File: src/hdl/cdac_pkg.sv
package cdac_pkg;
  // register byte addresses (one word each)
  localparam logic [11:0] ADDR_CONTROL   = 12'h000;
  localparam logic [11:0] ADDR_DATA_HIGH = 12'h004;
  localparam logic [11:0] ADDR_DATA_LOW  = 12'h008;
  localparam logic [11:0] ADDR_LATCH     = 12'h00C;
  localparam logic [11:0] ADDR_MASK      = 12'hFFC;
  // control register layout
  localparam int          EN_BIT         = 7;
  localparam int          SRC_MSB        = 6;
  localparam int          SRC_LSB        = 4;
  localparam int          FS_MSB         = 1;
  localparam int          FS_LSB         = 0;
  localparam logic [7:0]  CONTROL_RESET  = 8'h72;
  localparam logic [7:0]  CONTROL_WMASK  = 8'hF3;
  localparam logic [7:0]  DATA_RESET     = 8'h00;
  localparam logic [7:0]  LOW_WMASK      = 8'hC0;
  // update source codes
  localparam logic [2:0]  SRC_TMR0       = 3'h0;
  localparam logic [2:0]  SRC_TMR1       = 3'h1;
  localparam logic [2:0]  SRC_TMR2       = 3'h2;
  localparam logic [2:0]  SRC_TMR3       = 3'h3;
  localparam logic [2:0]  SRC_RISE       = 3'h4;
  localparam logic [2:0]  SRC_FALL       = 3'h5;
  localparam logic [2:0]  SRC_BOTH       = 3'h6;
  localparam logic [2:0]  SRC_HIGH_WRITE = 3'h7;
  // full-scale range codes on the analog side
  localparam logic [1:0]  RANGE_0P5MA    = 2'h0;
  localparam logic [1:0]  RANGE_1MA      = 2'h1;
  localparam logic [1:0]  RANGE_2MA      = 2'h2;
  // AHB constants
  localparam logic [1:0]  HTRANS_NONSEQ  = 2'h2;
  localparam logic [1:0]  HTRANS_SEQ     = 2'h3;

  // analog-facing control bundle
  typedef struct packed {
    logic       enable;      // converter on, pin handed over
    logic       bias_req;    // bandgap bias request
    logic [1:0] range;       // full-scale current code
    logic [9:0] code;        // input latch word
  } cdac_analog_t;

  // captured address phase
  typedef struct packed {
    logic        valid;
    logic        write;
    logic [11:0] addr;
  } cdac_aphase_t;
endpackage

File: src/hdl/cdac_top.sv
// Our own choices: the AHB-Lite register port and the register offsets.
`timescale 1ns/1ns
// Summary of operation
// RULE_01: range 00 0.5mA, 01 1mA, 1x 2mA
// RULE_02: control resets to 01110010
// RULE_03: enable bit hands pin to converter
// RULE_04: enabled converter requests bandgap bias
// RULE_05: software sets crossbar skip bit for pin
// RULE_06: source 111 updates on high-byte write
// RULE_07: low write held until next high write
// RULE_08: software writes low byte then high
// RULE_09: 8-bit use: fixed low, write high
// RULE_10: codes 000-011 update on timer overflows
// RULE_11: codes 100-110 update on strobe edge
// RULE_12: 100 rise, 101 fall, 110 both
// RULE_13: data left-justified across high/low bytes
// RULE_14: strobe synchronised, edges give one pulse
// RULE_15: timer overflow pulse loads latch directly
module cdac_top (
  // clock and reset
  input  wire logic                  hclk,
  input  wire logic                  hresetn,
  // AHB-Lite slave port
  input  wire logic                  hsel,
  input  wire logic [31:0]           haddr,
  input  wire logic [1:0]            htrans,
  input  wire logic                  hwrite,
  input  wire logic [2:0]            hsize,
  input  wire logic [31:0]           hwdata,
  input  wire logic                  hready,
  output logic      [31:0]           hrdata,
  output logic                       hreadyout,
  output logic                       hresp,
  // update event sources
  input  wire logic [3:0]            timer_overflow,
  input  wire logic                  external_conversion_strobe,
  // ordinary pin controls from the port logic
  input  wire logic                  gpio_out,
  input  wire logic                  gpio_oe,
  input  wire logic                  gpio_pullup_en,
  // pad controls
  output logic                       pin_out,
  output logic                       pin_oe,
  output logic                       pin_pullup_en,
  output logic                       pin_analog_connect,
  // analog-facing bundle
  output cdac_pkg::cdac_analog_t     analog
);

  // address phase capture
  // one transfer in flight at most, since the slave never stalls
  cdac_pkg::cdac_aphase_t aphase;
  cdac_pkg::cdac_aphase_t next_aphase;
  // software-visible registers
  // data bytes keep only what software wrote; the latch is separate
  logic [7:0]             dac_control;
  logic [7:0]             next_dac_control;
  logic [7:0]             dac_data_high;
  logic [7:0]             next_dac_data_high;
  logic [7:0]             dac_data_low;
  logic [7:0]             next_dac_data_low;
  // converter input latch, the word the current source sees
  // held apart from the data bytes so writes wait for an event
  logic [9:0]             input_latch;
  logic [9:0]             next_input_latch;
  // strobe synchroniser and edge history
  // only the second and third flops feed the edge logic; the first may be metastable
  logic                   strobe_meta;
  logic                   strobe_sync;
  logic                   strobe_prev;
  logic                   next_strobe_meta;
  logic                   next_strobe_sync;
  logic                   next_strobe_prev;
  // decoded write strobes, data phase
  // each one is high for the single data-phase cycle of a write
  logic                   wr_control;
  logic                   wr_high;
  logic                   wr_low;
  // update event for this cycle
  // one load per cycle, however many sources would fire
  logic                   load_latch;
  logic [2:0]             src;
  logic                   rise_pulse;
  logic                   fall_pulse;
  logic [7:0]             high_now;
  logic [7:0]             low_now;

  // left-justified packing of the two bytes into one word
  // high byte gives bits 9:2, low byte bits 7:6 give bits 1:0
  function automatic logic [9:0] pack_word(input logic [7:0] hi, input logic [7:0] lo);
    pack_word = {hi, lo[7:6]};
  endfunction

  // one register per aligned word; other addresses read zero
  // byte lanes are ignored, so a narrow access still hits the word
  function automatic logic reg_index_hit(input logic [11:0] a, input logic [11:0] target);
    reg_index_hit = (a == target);
  endfunction

  // address phase: latch when slave selected and bus ready
  // idle and busy transfers leave valid low, so no data phase follows
  always_comb begin
    // hold while another slave stretches its data phase
    next_aphase = aphase;
    // a new address phase is only taken when the bus moves on
    if (hready) begin
      next_aphase.valid = hsel && (htrans == cdac_pkg::HTRANS_NONSEQ || htrans == cdac_pkg::HTRANS_SEQ);
      next_aphase.write = hwrite;
      next_aphase.addr  = {haddr[11:2], 2'b00};
    end
  end

  always_ff @(posedge hclk or negedge hresetn) begin
    // cleared so reset leaves no pending transfer
    if (!hresetn) begin
      aphase <= '0;
    end else begin
      aphase <= next_aphase;
    end
  end

  // data-phase write decode; zero wait states so data is here now
  // writes to the readback word or unmapped words match nothing
  always_comb begin
    wr_control = aphase.valid && aphase.write && reg_index_hit(aphase.addr, cdac_pkg::ADDR_CONTROL);
    wr_high    = aphase.valid && aphase.write && reg_index_hit(aphase.addr, cdac_pkg::ADDR_DATA_HIGH);
    wr_low     = aphase.valid && aphase.write && reg_index_hit(aphase.addr, cdac_pkg::ADDR_DATA_LOW);
  end

  // always ready, always OKAY
  // every register settles in one edge, so no wait state is ever needed
  assign hreadyout = 1'b1;
  // nothing is refused: unmapped words read zero instead of erroring
  assign hresp     = 1'b0;

  // read mux, combinational in data phase
  // zero outside a read data phase so the shared read bus stays quiet
  always_comb begin
    // default keeps unmapped words and idle cycles at zero
    hrdata = 32'h0000_0000;
    // only a read of this slave puts data on the bus
    if (aphase.valid && !aphase.write) begin
      case (aphase.addr)
        // byte registers sit in the low lane
        cdac_pkg::ADDR_CONTROL:   hrdata = {24'h000000, dac_control};
        cdac_pkg::ADDR_DATA_HIGH: hrdata = {24'h000000, dac_data_high};
        cdac_pkg::ADDR_DATA_LOW:  hrdata = {24'h000000, dac_data_low};
        // live latch contents, shows whether an update happened
        cdac_pkg::ADDR_LATCH:     hrdata = {22'h0, input_latch};
        default:                  hrdata = 32'h0000_0000;
      endcase
    end
  end

  // register writes; unused control bits 3:2 stay zero
  // the bytes only hold data; the latch copy happens elsewhere
  always_comb begin
    // hold unless written
    next_dac_control   = dac_control;
    next_dac_data_high = dac_data_high;
    next_dac_data_low  = dac_data_low;
    // mode and range changes apply from the next cycle
    if (wr_control) begin
      next_dac_control = hwdata[7:0] & cdac_pkg::CONTROL_WMASK;
    end
    // high byte is all data bits
    if (wr_high) begin
      next_dac_data_high = hwdata[7:0];
    end
    // low byte keeps only its two data bits, the rest read zero
    // RULE_13: low byte bits
    if (wr_low) begin
      next_dac_data_low = hwdata[7:0] & cdac_pkg::LOW_WMASK;
    end
  end

  always_ff @(posedge hclk or negedge hresetn) begin
    // data bytes reset to zero so an early event loads a known word
    if (!hresetn) begin
      // RULE_02: control reset value
      dac_control   <= cdac_pkg::CONTROL_RESET;
      dac_data_high <= cdac_pkg::DATA_RESET;
      dac_data_low  <= cdac_pkg::DATA_RESET;
    end else begin
      dac_control   <= next_dac_control;
      dac_data_high <= next_dac_data_high;
      dac_data_low  <= next_dac_data_low;
    end
  end

  // RULE_14: two-stage sync, edge from stage two
  // costs three cycles of latency between pin edge and output update
  always_comb begin
    // pin sampled as it stands, then passed down the chain
    next_strobe_meta = external_conversion_strobe;
    next_strobe_sync = strobe_meta;
    next_strobe_prev = strobe_sync;
  end

  // sync chain starts low; a high pin at reset gives one rise later
  // a strobe pulse shorter than one clock may be missed entirely
  always_ff @(posedge hclk or negedge hresetn) begin
    if (!hresetn) begin
      // all low, the same as an idle pin
      strobe_meta <= 1'b0;
      strobe_sync <= 1'b0;
      strobe_prev <= 1'b0;
    end else begin
      strobe_meta <= next_strobe_meta;
      strobe_sync <= next_strobe_sync;
      strobe_prev <= next_strobe_prev;
    end
  end

  // edge pulses last one cycle each
  // both come from settled samples, never from the raw pin
  assign rise_pulse = strobe_sync && !strobe_prev;
  assign fall_pulse = !strobe_sync && strobe_prev;

  // update source field of the control register
  assign src = dac_control[cdac_pkg::SRC_MSB:cdac_pkg::SRC_LSB];

  // update event selection
  // only the selected source counts; the others are ignored, not queued
  always_comb begin
    // no load unless the chosen source fires
    load_latch = 1'b0;
    case (src)
      // RULE_10: timer overflow select
      // RULE_15: overflow pulse loads directly
      cdac_pkg::SRC_TMR0:       load_latch = timer_overflow[0];
      cdac_pkg::SRC_TMR1:       load_latch = timer_overflow[1];
      cdac_pkg::SRC_TMR2:       load_latch = timer_overflow[2];
      cdac_pkg::SRC_TMR3:       load_latch = timer_overflow[3];
      // RULE_11: strobe edge select
      // RULE_12: rise, fall, both
      cdac_pkg::SRC_RISE:       load_latch = rise_pulse;
      cdac_pkg::SRC_FALL:       load_latch = fall_pulse;
      cdac_pkg::SRC_BOTH:       load_latch = rise_pulse || fall_pulse;
      // RULE_06: high-byte write triggers
      cdac_pkg::SRC_HIGH_WRITE: load_latch = wr_high;
      // every code is decoded above; this keeps the case complete
      default:                  load_latch = 1'b0;
    endcase
  end

  // bytes as they stand after this cycle's write, so a write
  // coinciding with an event is not lost
  // trade-off: a longer path from the bus data to the latch
  always_comb begin
    high_now = next_dac_data_high;
    low_now  = next_dac_data_low;
  end

  // RULE_07: latch moves only on the event
  // data writes alone reach the converter only with source 111, where the high-byte write is the event
  always_comb begin
    // hold the converter word between events
    next_input_latch = input_latch;
    if (load_latch) begin
      // RULE_13: left-justified packing
      next_input_latch = pack_word(high_now, low_now);
    end
  end

  always_ff @(posedge hclk or negedge hresetn) begin
    // zero word so the output starts at no current
    if (!hresetn) begin
      input_latch <= 10'h000;
    end else begin
      input_latch <= next_input_latch;
    end
  end

  // analog side outputs from registers
  // all fields follow flip-flops, so the current source sees no glitches
  always_comb begin
    // converter on while the enable bit is set
    analog.enable   = dac_control[cdac_pkg::EN_BIT];
    // RULE_04: bias request follows enable
    analog.bias_req = dac_control[cdac_pkg::EN_BIT];
    // RULE_01: 1x collapses to 2 mA
    // upper bit set wins, whatever the lower bit says
    if (dac_control[cdac_pkg::FS_MSB]) begin
      analog.range = cdac_pkg::RANGE_2MA;
    end else if (dac_control[cdac_pkg::FS_LSB]) begin
      analog.range = cdac_pkg::RANGE_1MA;
    end else begin
      // code 00, smallest range
      analog.range = cdac_pkg::RANGE_0P5MA;
    end
    // converter word straight from the input latch
    analog.code     = input_latch;
  end

  // RULE_03: pin takeover when enabled
  // drivers and pullup off while enabled, else the pad loads the output current
  always_comb begin
    // analog switch closes with the enable bit
    pin_analog_connect = dac_control[cdac_pkg::EN_BIT];
    // disabled: ordinary port pin, controls pass straight through
    pin_out            = dac_control[cdac_pkg::EN_BIT] ? 1'b0 : gpio_out;
    pin_oe             = dac_control[cdac_pkg::EN_BIT] ? 1'b0 : gpio_oe;
    pin_pullup_en      = dac_control[cdac_pkg::EN_BIT] ? 1'b0 : gpio_pullup_en;
  end

endmodule

File: config.mk
export PLATFORM = sky130hd
export DESIGN_NAME = cdac_top
export DESIGN_NICKNAME = d
export VERILOG_FILES = /design/src/hdl/cdac_pkg.sv /design/src/hdl/cdac_top.sv
export SDC_FILE = /design/constraint.sdc
export NUM_CORES = 1
export LEC_CHECK = 0
export BUFFER_PORTS_ARGS = -buffer_cell sky130_fd_sc_hd__clkbuf_2
export CAP_MARGIN = 20
export CORE_MARGIN = 2
export CORE_UTILIZATION = 43
export DETAILED_ROUTE_END_ITERATION = 10
export GPL_TIMING_DRIVEN = 0
export PLACE_DENSITY = 0.9
export SLEW_MARGIN = 20
export SYNTH_ARGS = -nofsm -noshare
export SYNTH_HDL_FRONTEND = slang
export SYNTH_SLANG_ARGS = --single-unit
File: constraint.sdc
create_clock -name hclk -period 2.95 [get_ports hclk]
set_input_delay 0.4425 -clock hclk [delete_from_list [all_inputs] [get_ports hclk]]
set_output_delay 0.4425 -clock hclk [all_outputs]
set_load 0.1 [all_outputs]
=== Word level (Yosys, flattened, before mapping) ===
Cells that the tools add are included.

* Word-level logic and storage cells: 47
* Register bits after elaboration: 41
* Output and inout bits: 52

* Reductions and logical operators: 15
* Equality and inequality tests: 12
* Multiplexer cells: 10

{| class="wikitable"
|+ Operators by type and width
! cell !! number
|-
| 10-bit case mux with 4 select lines || 1
|-
| 32-bit two-way mux || 1
|-
| 10-bit by 2-bit equality test with 1-bit output (second input constant) || 2
|-
| 8-bit two-way mux || 2
|-
| 3-bit equality test (second input constant) || 4
|-
| 12-bit logical NOT || 1
|-
| 10-bit by 1-bit equality test with 1-bit output (second input constant) || 1
|-
| 1-bit logical AND || 8
|-
| 1-bit case mux with 8 select lines || 1
|-
| 3-bit by 2-bit equality test with 1-bit output (second input constant) || 2
|-
| 2-bit equality test (second input constant) || 2
|-
| 1-bit two-way mux || 4
|-
| 3-bit by 1-bit equality test with 1-bit output (second input constant) || 1
|-
| 1-bit logical NOT || 3
|-
| 3-bit logical NOT || 1
|-
| 1-bit logical OR || 2
|-
| 2-bit two-way mux || 1
|}

=== Logic depth before layout (Yosys ltp) ===
Gate-level depths: netlist of the first run.

* Word-level depth: 4
* Mapped depth: 7
* Gate-level depth less buffers: 7

=== Worst setup path after synthesis of the first run ===
OpenSTA, ideal clock, no wires.

* Path kind: flip-flop to output port
* From: register aphase[9] (netlist bit)
* To: output port hrdata[2]
* Cell stages (with the launch flop): 5
* Data required time: 2,508 ps
* Arrival time: 3,653 ps
* Slack: -1,146 ps
* Cells stage by stage: dfrtp_1 or4_4 or4_1 clkbuf_1 nor3_1

* Longest elaborated chain between the ends: 3
* Elaborated cells on any way between the ends: 6

{| class="wikitable"
|+ RTL lines
! element !! line !! source
|-
| from (decl) || cdac_top.sv:52 || <nowiki>cdac_pkg::cdac_aphase_t aphase;</nowiki>
|-
| from (signal assigned) || cdac_top.sv:118 || <nowiki>aphase <= next_aphase;</nowiki>
|-
| 10-bit by 2-bit equality test with 1-bit output, or another cell as far along || cdac_top.sv:143 || <nowiki>case (aphase.addr)</nowiki>
|-
| 10-bit case mux with 4 select lines * || cdac_top.sv:143 ||
|-
| 32-bit two-way mux * || cdac_top.sv:142 || <nowiki>if (aphase.valid && !aphase.write) begin</nowiki>
|-
| to (decl) || cdac_top.sv:31 || <nowiki>output logic [31:0] hrdata,</nowiki>
|}

Mark *: on every way between the ends. The rest lies on a longest branch, timed or not.

=== Worst setup path after layout of the first run ===
* From: register aphase[5] (netlist bit)
* To: output port hrdata[9]

The elaborated chain is that of the path after synthesis.

==> results of run 1 <==
worst max path at each step:
stage,from,to,cells past startpoint,slack [ns]
after CTS,aphase[9]$_DFFE_PN0P_,hrdata[1],4,0.05
after global routing,aphase[5]$_DFFE_PN0P_,hrdata[9],5,0.004
after floorplan,aphase[9]$_DFFE_PN0P_,hrdata[6],4,-0.42
after detailed placement,aphase[9]$_DFFE_PN0P_,hrdata[9],6,0.03
after global placement,aphase[9]$_DFFE_PN0P_,hrdata[9],6,0.05
final,aphase[5]$_DFFE_PN0P_,hrdata[9],5,0.09
worst max-delay path: stages (launching register included):
cell	delay [ns]
dfrtp_1	0.38
or4_4	0.56
or4_4	0.58
nor2_1	0.15
and3_1	0.20
clkbuf_8	0.24
final cells by class:
class	instances	area share, %
inverter	4	0.547
buffer	33	8.20
multi-input combinational	119	34.7
tap	67	3.05
sequential	41	37.6
timing repair buffer	59	12.0
clock buffer	6	2.64
clock inverter	2	1.28
flip-flops by register name, indices dropped and copies added (netlist names):
name,flops
dac_control,6
strobe_prev,1
dac_data_low,2
input_latch,10
dac_data_high,8
next_strobe_prev,1
next_strobe_sync,1
aphase,12
metal layers:
metal / global-route usage (%) / vias to the layer above / part of all wire, %
met2: 26.5 / 56 / 49
met4: 5.95 / 0 / 1.9
met5: 0 / - / 0
li1: - / 732 / -
met3: 4.34 / 8 / 6.7
met1: 21.0 / 701 / 43
power breakdown:
part	switching [mW]	internal, mW	leakage, nW
clock network	0.187	0.251	0.0552
logic	0.355	0.109	0.816
registers	0.0278	0.605	0.479
Yosys cell counts, types with 2 or more instances:
cell type,n,area [sq um]
nor3_1,2,10.0
and3_1,2,12.5
a21oi_1,6,30.0
dfrtp_1,37,926
nor2_1,13,48.8
mux2_1,2,22.5
or4_4,2,22.5
mux4_2,2,45.0
dfstp_2,4,105
clkbuf_1,6,22.5
nand3_1,2,10.0
ha_1,2,25.0
conb_1,2,7.51
inv_1,3,11.3
buf_4,27,203
nand2_1,3,11.3
nor2b_1,6,37.5
mux2_2,34,383
o21ai_0,2,10.0
mux2i_1,8,80.1
through the flow:
step                cells  TNS, ns  power (mW)  utilization (%)
floorplan             198    -2.83        1.03                -
global placement      324        0        1.10             54.7
detailed placement    324        0        1.11             54.7
CTS                   331        0        1.55             57.7
global route          331        0        1.60             57.7
finish                331        0        1.53             57.7
what timing repair did:
action	in CTS	in global routing
pin swaps	0	1
endpoints found under the setup margin	10	2
gates resized for setup	12	1
setup buffers	0	0
hold buffers	0	0
logic make-up after synthesis:
kind of cell | count (synthesis) | synth area share (%)
multiplexers | 46 | 24.9
flip-flops | 41 | 48.4
other | 2 | 0.352
AO/OA/AOI/OAI | 11 | 3.76
buffers and inverters | 38 | 11.4
adder cells (fa/ha/maj) | 2 | 1.17
AND/OR/NAND/NOR | 36 | 9.98
==> out/metrics.csv, run 1 <==
stage,metric,value,unit
layout,final_common_cell,clkbuf_2,
worst_setup_path,critical_path_class,reg2out,
layout,most-common-layout-cells,"clkbuf_2, dfrtp_1, mux2_2",
synth,async_flop_share,100,%
global_route,grt_pass1_wl,6740,microns
clocking,cts_sinks,41,
placement,place_ws,0.0282,ns
timing,post-route-min-period,2.86,ns
timing,grt_setup_unrepaired,false,
synth,synth-seq-cells,41,
worst_setup_path,cp-end-kind,output pin,
power_and_ir_drop,power_density,559,nW/um^2
worst_hold_path,hp-class,in2reg,
detailed_routing,wire_per_inst,13.1,microns
floorplanning,row_count,25,
synth,synthFlopType,dfrtp_1,
timing,max_slew_margin,40.9,%
worst_setup_path,start_kind,flop,
worst_setup_path,cp.arrival,2.41,ns
timing,timing.final.crit_share,96.8,%
synth,avgSynthCellArea,12.1,sq um
timing,max_freq,350,MHz
floorplanning,core_region_area,4750,sq um
worst_setup_path,r2r_cells,5,
placement,place_congestion,0.796,
timing,layout_setup_ws,0.0946,ns
worst_setup_path,r2r-end,input_latch[6]$_DFFE_PN0P_,
worst_hold_path,hold_start,external_conversion_strobe,
layout,drive_above_1_share,54.5,%
global_route,grt-ovfl-total,0,
global_route,antenna_found_initial,0,
floorplanning,floorplan.die_area,5530,sq um
worst_setup_path,r2r_start,aphase[9]$_DFFE_PN0P_,
timing,setup_viol,0,
worst_hold_path,hold-path-endpoint,next_strobe_sync$_DFF_PN0_,
detailed_routing,vias_per_cell,4.52,
synth,seq_area_frac_synth,48.4,%
global_route,grt_max_degree,42,
floorplanning,initial_utilization,44.8,%
clocking,clock_path_buffers,2,
timing,worst_pin_slew,0.886,ns
clocking,clockRootBuffer,clkbuf_8,
floorplanning,die_y,74.4,microns
detailed_routing,antenna_left,0,
clocking,cts-htree-levels,2,
floorplanning,ios,134,
global_route,groute.usage.overall,16.3,%
layout,regArea,1030,sq um
detailed_routing,vias,1497,
synth,netlist_instances,176,
layout,fill_cells,426,
placement,dp_hpwl,3340,microns
detailed_routing,drc,0,
layout,area_delta_synth_final,28.8,%
flow_run,max_cap_violations,0,
layout,design_area,2750,sq um
worst_setup_path,critPathMaxFanout,9,
detailed_routing,drtPass1Iterations,4,
layout,diodes,0,
layout,nets,347,
floorplanning,die_w,74.4,microns
detailed_routing,first_iter_violations,30,
placement,io_buffers,59,
power_and_ir_drop,power.leakage,1.35,nW
worst_hold_path,min_path_cells,1,
timing,skew,0.00932,ns
worst_setup_path,regToRegSetupSlack,0.63,ns
worst_setup_path,crit_required,2.51,ns
synth,synth_edf_count,0,
status,status,completed,
timing,finalHoldViolations,0,
layout,multi_input_area,952,sq um
placement,dpl_cell_area,2600,sq um
synth,synth_cell_types,31,
clocking,insertion_delay,0.30,ns
clocking,cts_tree,yes,
clocking,clkTransAtPathRegs,0.07,ns
global_route,grt_pass1_vias,1440,
timing,whs,0.263,ns
timing,maxSlewViolCount,0,
synth,syn_area,2130,sq um
detailed_routing,wirelength,4340,microns
power_and_ir_drop,ir_worst_vdd,0.447,mV
synth,ys_warn_count,0,
clocking,cts_buffers,5,
(Power assumes the default switching activity.)
==> inputs of run 2 (changes only) <==
- GPL_TIMING_DRIVEN: 0 -> not set
==> out/metrics.csv, run 2 (synthesized netlist as in run 1, its figures left out) <==
stage,metric,value,unit,change
status,status,completed,,
detailed_routing,drtPass1Iterations,6,,+2
worst_setup_path,critPathMaxFanout,9,,unchanged
worst_setup_path,cp_slowest_cell,or4_4,,
floorplanning,core_region_area,4750,sq um,unchanged
floorplanning,die_w,74.4,microns,unchanged
power_and_ir_drop,comb_power_share,26.4,%,-3.8 points
worst_setup_path,slowest_delay,0.59,ns,about the same
floorplanning,initial_utilization,44.8,%,unchanged
power_and_ir_drop,pwr-share-clk,33.4,%,+4.8 points
worst_setup_path,critical_path_class,reg2out,,
timing,max_freq,348,MHz,-0.67%
global_route,grt_max_degree,42,,unchanged
timing,skew,0.00601,ns,-0.00331 ns
timing,timing.final.crit_share,97.4,%,+0.65 points
worst_setup_path,cp-end-kind,output pin,,
clocking,cts_setup_buffers,0,,unchanged
power_and_ir_drop,switching_share,36.0,%,-1.2 points
worst_setup_path,path_cells,"or4_4, or4_4, nor2_2, and3_1, buf_12",,
global_route,globalRouteMet1Util,21.2,%,+0.20 points
detailed_routing,vias_per_cell,4.74,,+4.8%
detailed_routing,wirelength,4210,microns,-3.0%
floorplanning,floorplan.die_area,5530,sq um,unchanged
clocking,cts_buffers,5,,unchanged
detailed_routing,antenna_left,0,,unchanged
worst_setup_path,cp.buffers_inverters,1,,unchanged
detailed_routing,wire_per_inst,14.1,microns,+7.8%
global_route,met2_usage,27.4,%,+0.88 points
global_route,grt_busiest_layer,met2,,
placement,dp_hpwl,3050,microns,-8.8%
floorplanning,row_count,25,,unchanged
worst_setup_path,cpMostUsedCell,or4_4,,
worst_setup_path,start_kind,flop,,
global_route,grt-ovfl-total,0,,unchanged
timing,maxSlewViolCount,0,,unchanged
placement,io_buffers,59,,unchanged
worst_setup_path,r2r_start,aphase[9]$_DFFE_PN0P_,,
timing,setup_viol,0,,unchanged
timing,max_slew_margin,42.8,%,+1.8 points
worst_hold_path,hp-class,in2async,,
layout,nets,314,,-9.5%
layout,drive_above_1_share,51.5,%,-3.0 points
power_and_ir_drop,seqPwrFrac,40.3,%,-0.9 points
layout,reg_top3,"aphase (12), input_latch (10), dac_data_high (8)",,
global_route,antenna_found_initial,0,,unchanged
global_route,grt_pass1_vias,1458,,+1.3%
placement,place_congestion,0.777,,-2.4%
clocking,cts_sinks,41,,unchanged
layout,diodes,0,,unchanged
power_and_ir_drop,power_density,601,nW/um^2,+7.5%
layout,final_common_cell,clkbuf_2,,
worst_setup_path,cp_top_family,simple AND/OR/NAND/NOR gates,,
flow_run,max_cap_violations,0,,unchanged
layout,fin_util,56.0,%,-1.7 points
clocking,cts-htree-levels,2,,unchanged
clocking,cts_tree,yes,,
timing,post-route-min-period,2.87,ns,+0.0192 ns
global_route,use_met3,3.93,%,-0.41 points
clocking,insertion_delay,0.30,ns,about the same
timing,layout_setup_ws,0.0754,ns,-0.0192 ns
timing,worst_pin_slew,0.858,ns,-0.0277 ns
layout,area_delta_synth_final,25.0,%,
power_and_ir_drop,power.leakage,1.24,nW,-8.3%
detailed_routing,drc,0,,unchanged
worst_setup_path,regToRegSetupSlack,0.62,ns,about the same
global_route,grt_pass1_wl,6820,microns,+1.1%
timing,finalHoldViolations,0,,unchanged
worst_setup_path,crit_required,2.51,ns,about the same
global_route,groute.usage.overall,16.7,%,+0.43 points
layout,largest_reg_flops,12,,unchanged
floorplanning,die_y,74.4,microns,unchanged
placement,place_ws,0.292,ns,+0.264 ns
clocking,clkTransAtPathRegs,0.08,ns,about the same
clocking,clockRootBuffer,clkbuf_8,,
power_and_ir_drop,power_switching,576,uW,+1.1%
power_and_ir_drop,ir_worst_vdd,0.460,mV,+3.0%
detailed_routing,vias,1412,,-5.7%
detailed_routing,first_iter_violations,39,,+30%
clocking,clock_path_buffers,2,,unchanged
floorplanning,ios,134,,unchanged
worst_setup_path,r2r_cells,5,,unchanged
layout,most-common-layout-cells,"clkbuf_2, dfrtp_1, mux2_2",,
layout,regMostFlops,aphase,,
worst_setup_path,r2r-end,input_latch[8]$_DFFE_PN0P_,,
worst_setup_path,cp.arrival,2.43,ns,+0.02 ns
power_and_ir_drop,intPower,1.03,mW,+6.3%
==> run 2: metal layers <==
metal,vias up,part of all wire [%]
met2,54,49
met5,-,0
li1,664,-
met4,0,1.9
met3,8,6.0
met1,686,43
==> run 2: worst reg2reg max path: cells and delay by family, from the launching register on <==
kind / cells / cell delay (ns)
compound gates: 3 / 0.88
mux: 1 / 0.39
flops: 1 / 0.38
simple gates: 1 / 0.57
==> run 2: power by group through the flow <==
stage / clock, mW / combinational (mW) / sequential [mW]
2_1_floorplan: 0 / 0.277 / 0.752
3_3_place_gp: 0 / 0.418 / 0.652
3_5_place_dp: 0 / 0.423 / 0.655
4_1_cts: 0.541 / 0.424 / 0.645
5_1_grt: 0.573 / 0.443 / 0.653
6_report: 0.534 / 0.423 / 0.645
==> run 2: worst max path at each step <==
stage	end	cells past startpoint	slack [ns]	startpoint
6_report	hrdata[8]	5	0.08	aphase[9]$_DFFE_PN0P_
5_1_grt	hrdata[9]	5	-0.03	aphase[9]$_DFFE_PN0P_
4_1_cts	hrdata[8]	5	0.06	aphase[9]$_DFFE_PN0P_
3_5_place_dp	hrdata[8]	5	0.29	aphase[9]$_DFFE_PN0P_
3_3_place_gp	hrdata[9]	5	0.28	aphase[9]$_DFFE_PN0P_
2_1_floorplan	hrdata[6]	4	-0.42	aphase[9]$_DFFE_PN0P_
==> run 2: through the flow <==
stage | instance area [sq um] | cells | hold slack, ns | setup TNS (ns) | power (mW)
3_5_place_dp | 2520 | 290 | 0.343 | 0 | 1.08
6_report | 2660 | 298 | 0.253 | 0 | 1.60
4_1_cts | 2660 | 298 | 0.252 | 0 | 1.61
2_1_floorplan | 2220 | 198 | 0.147 | -2.83 | 1.03
5_1_grt | 2660 | 298 | 0.243 | -0.0410 | 1.67
3_3_place_gp | 2520 | 290 | 0.339 | 0 | 1.07
==> run 2: cell type report <==
type	count	area [sq um]
clock buffers	5	68.8
clock inverters	3	65.1
fillers	399	2090
inverters	4	15.0
multi-input cells	119	955
flip-flops and latches	41	1030
well taps	67	83.8
repair buffers	59	445
==> run 2: timing repair <==
| action | 4_1_cts | 5_1_grt |
|---|---|---|
| setup endpoints to repair | 2 | 2 |
| gates resized for setup | 1 | 1 |
| hold buffers | 0 | 0 |
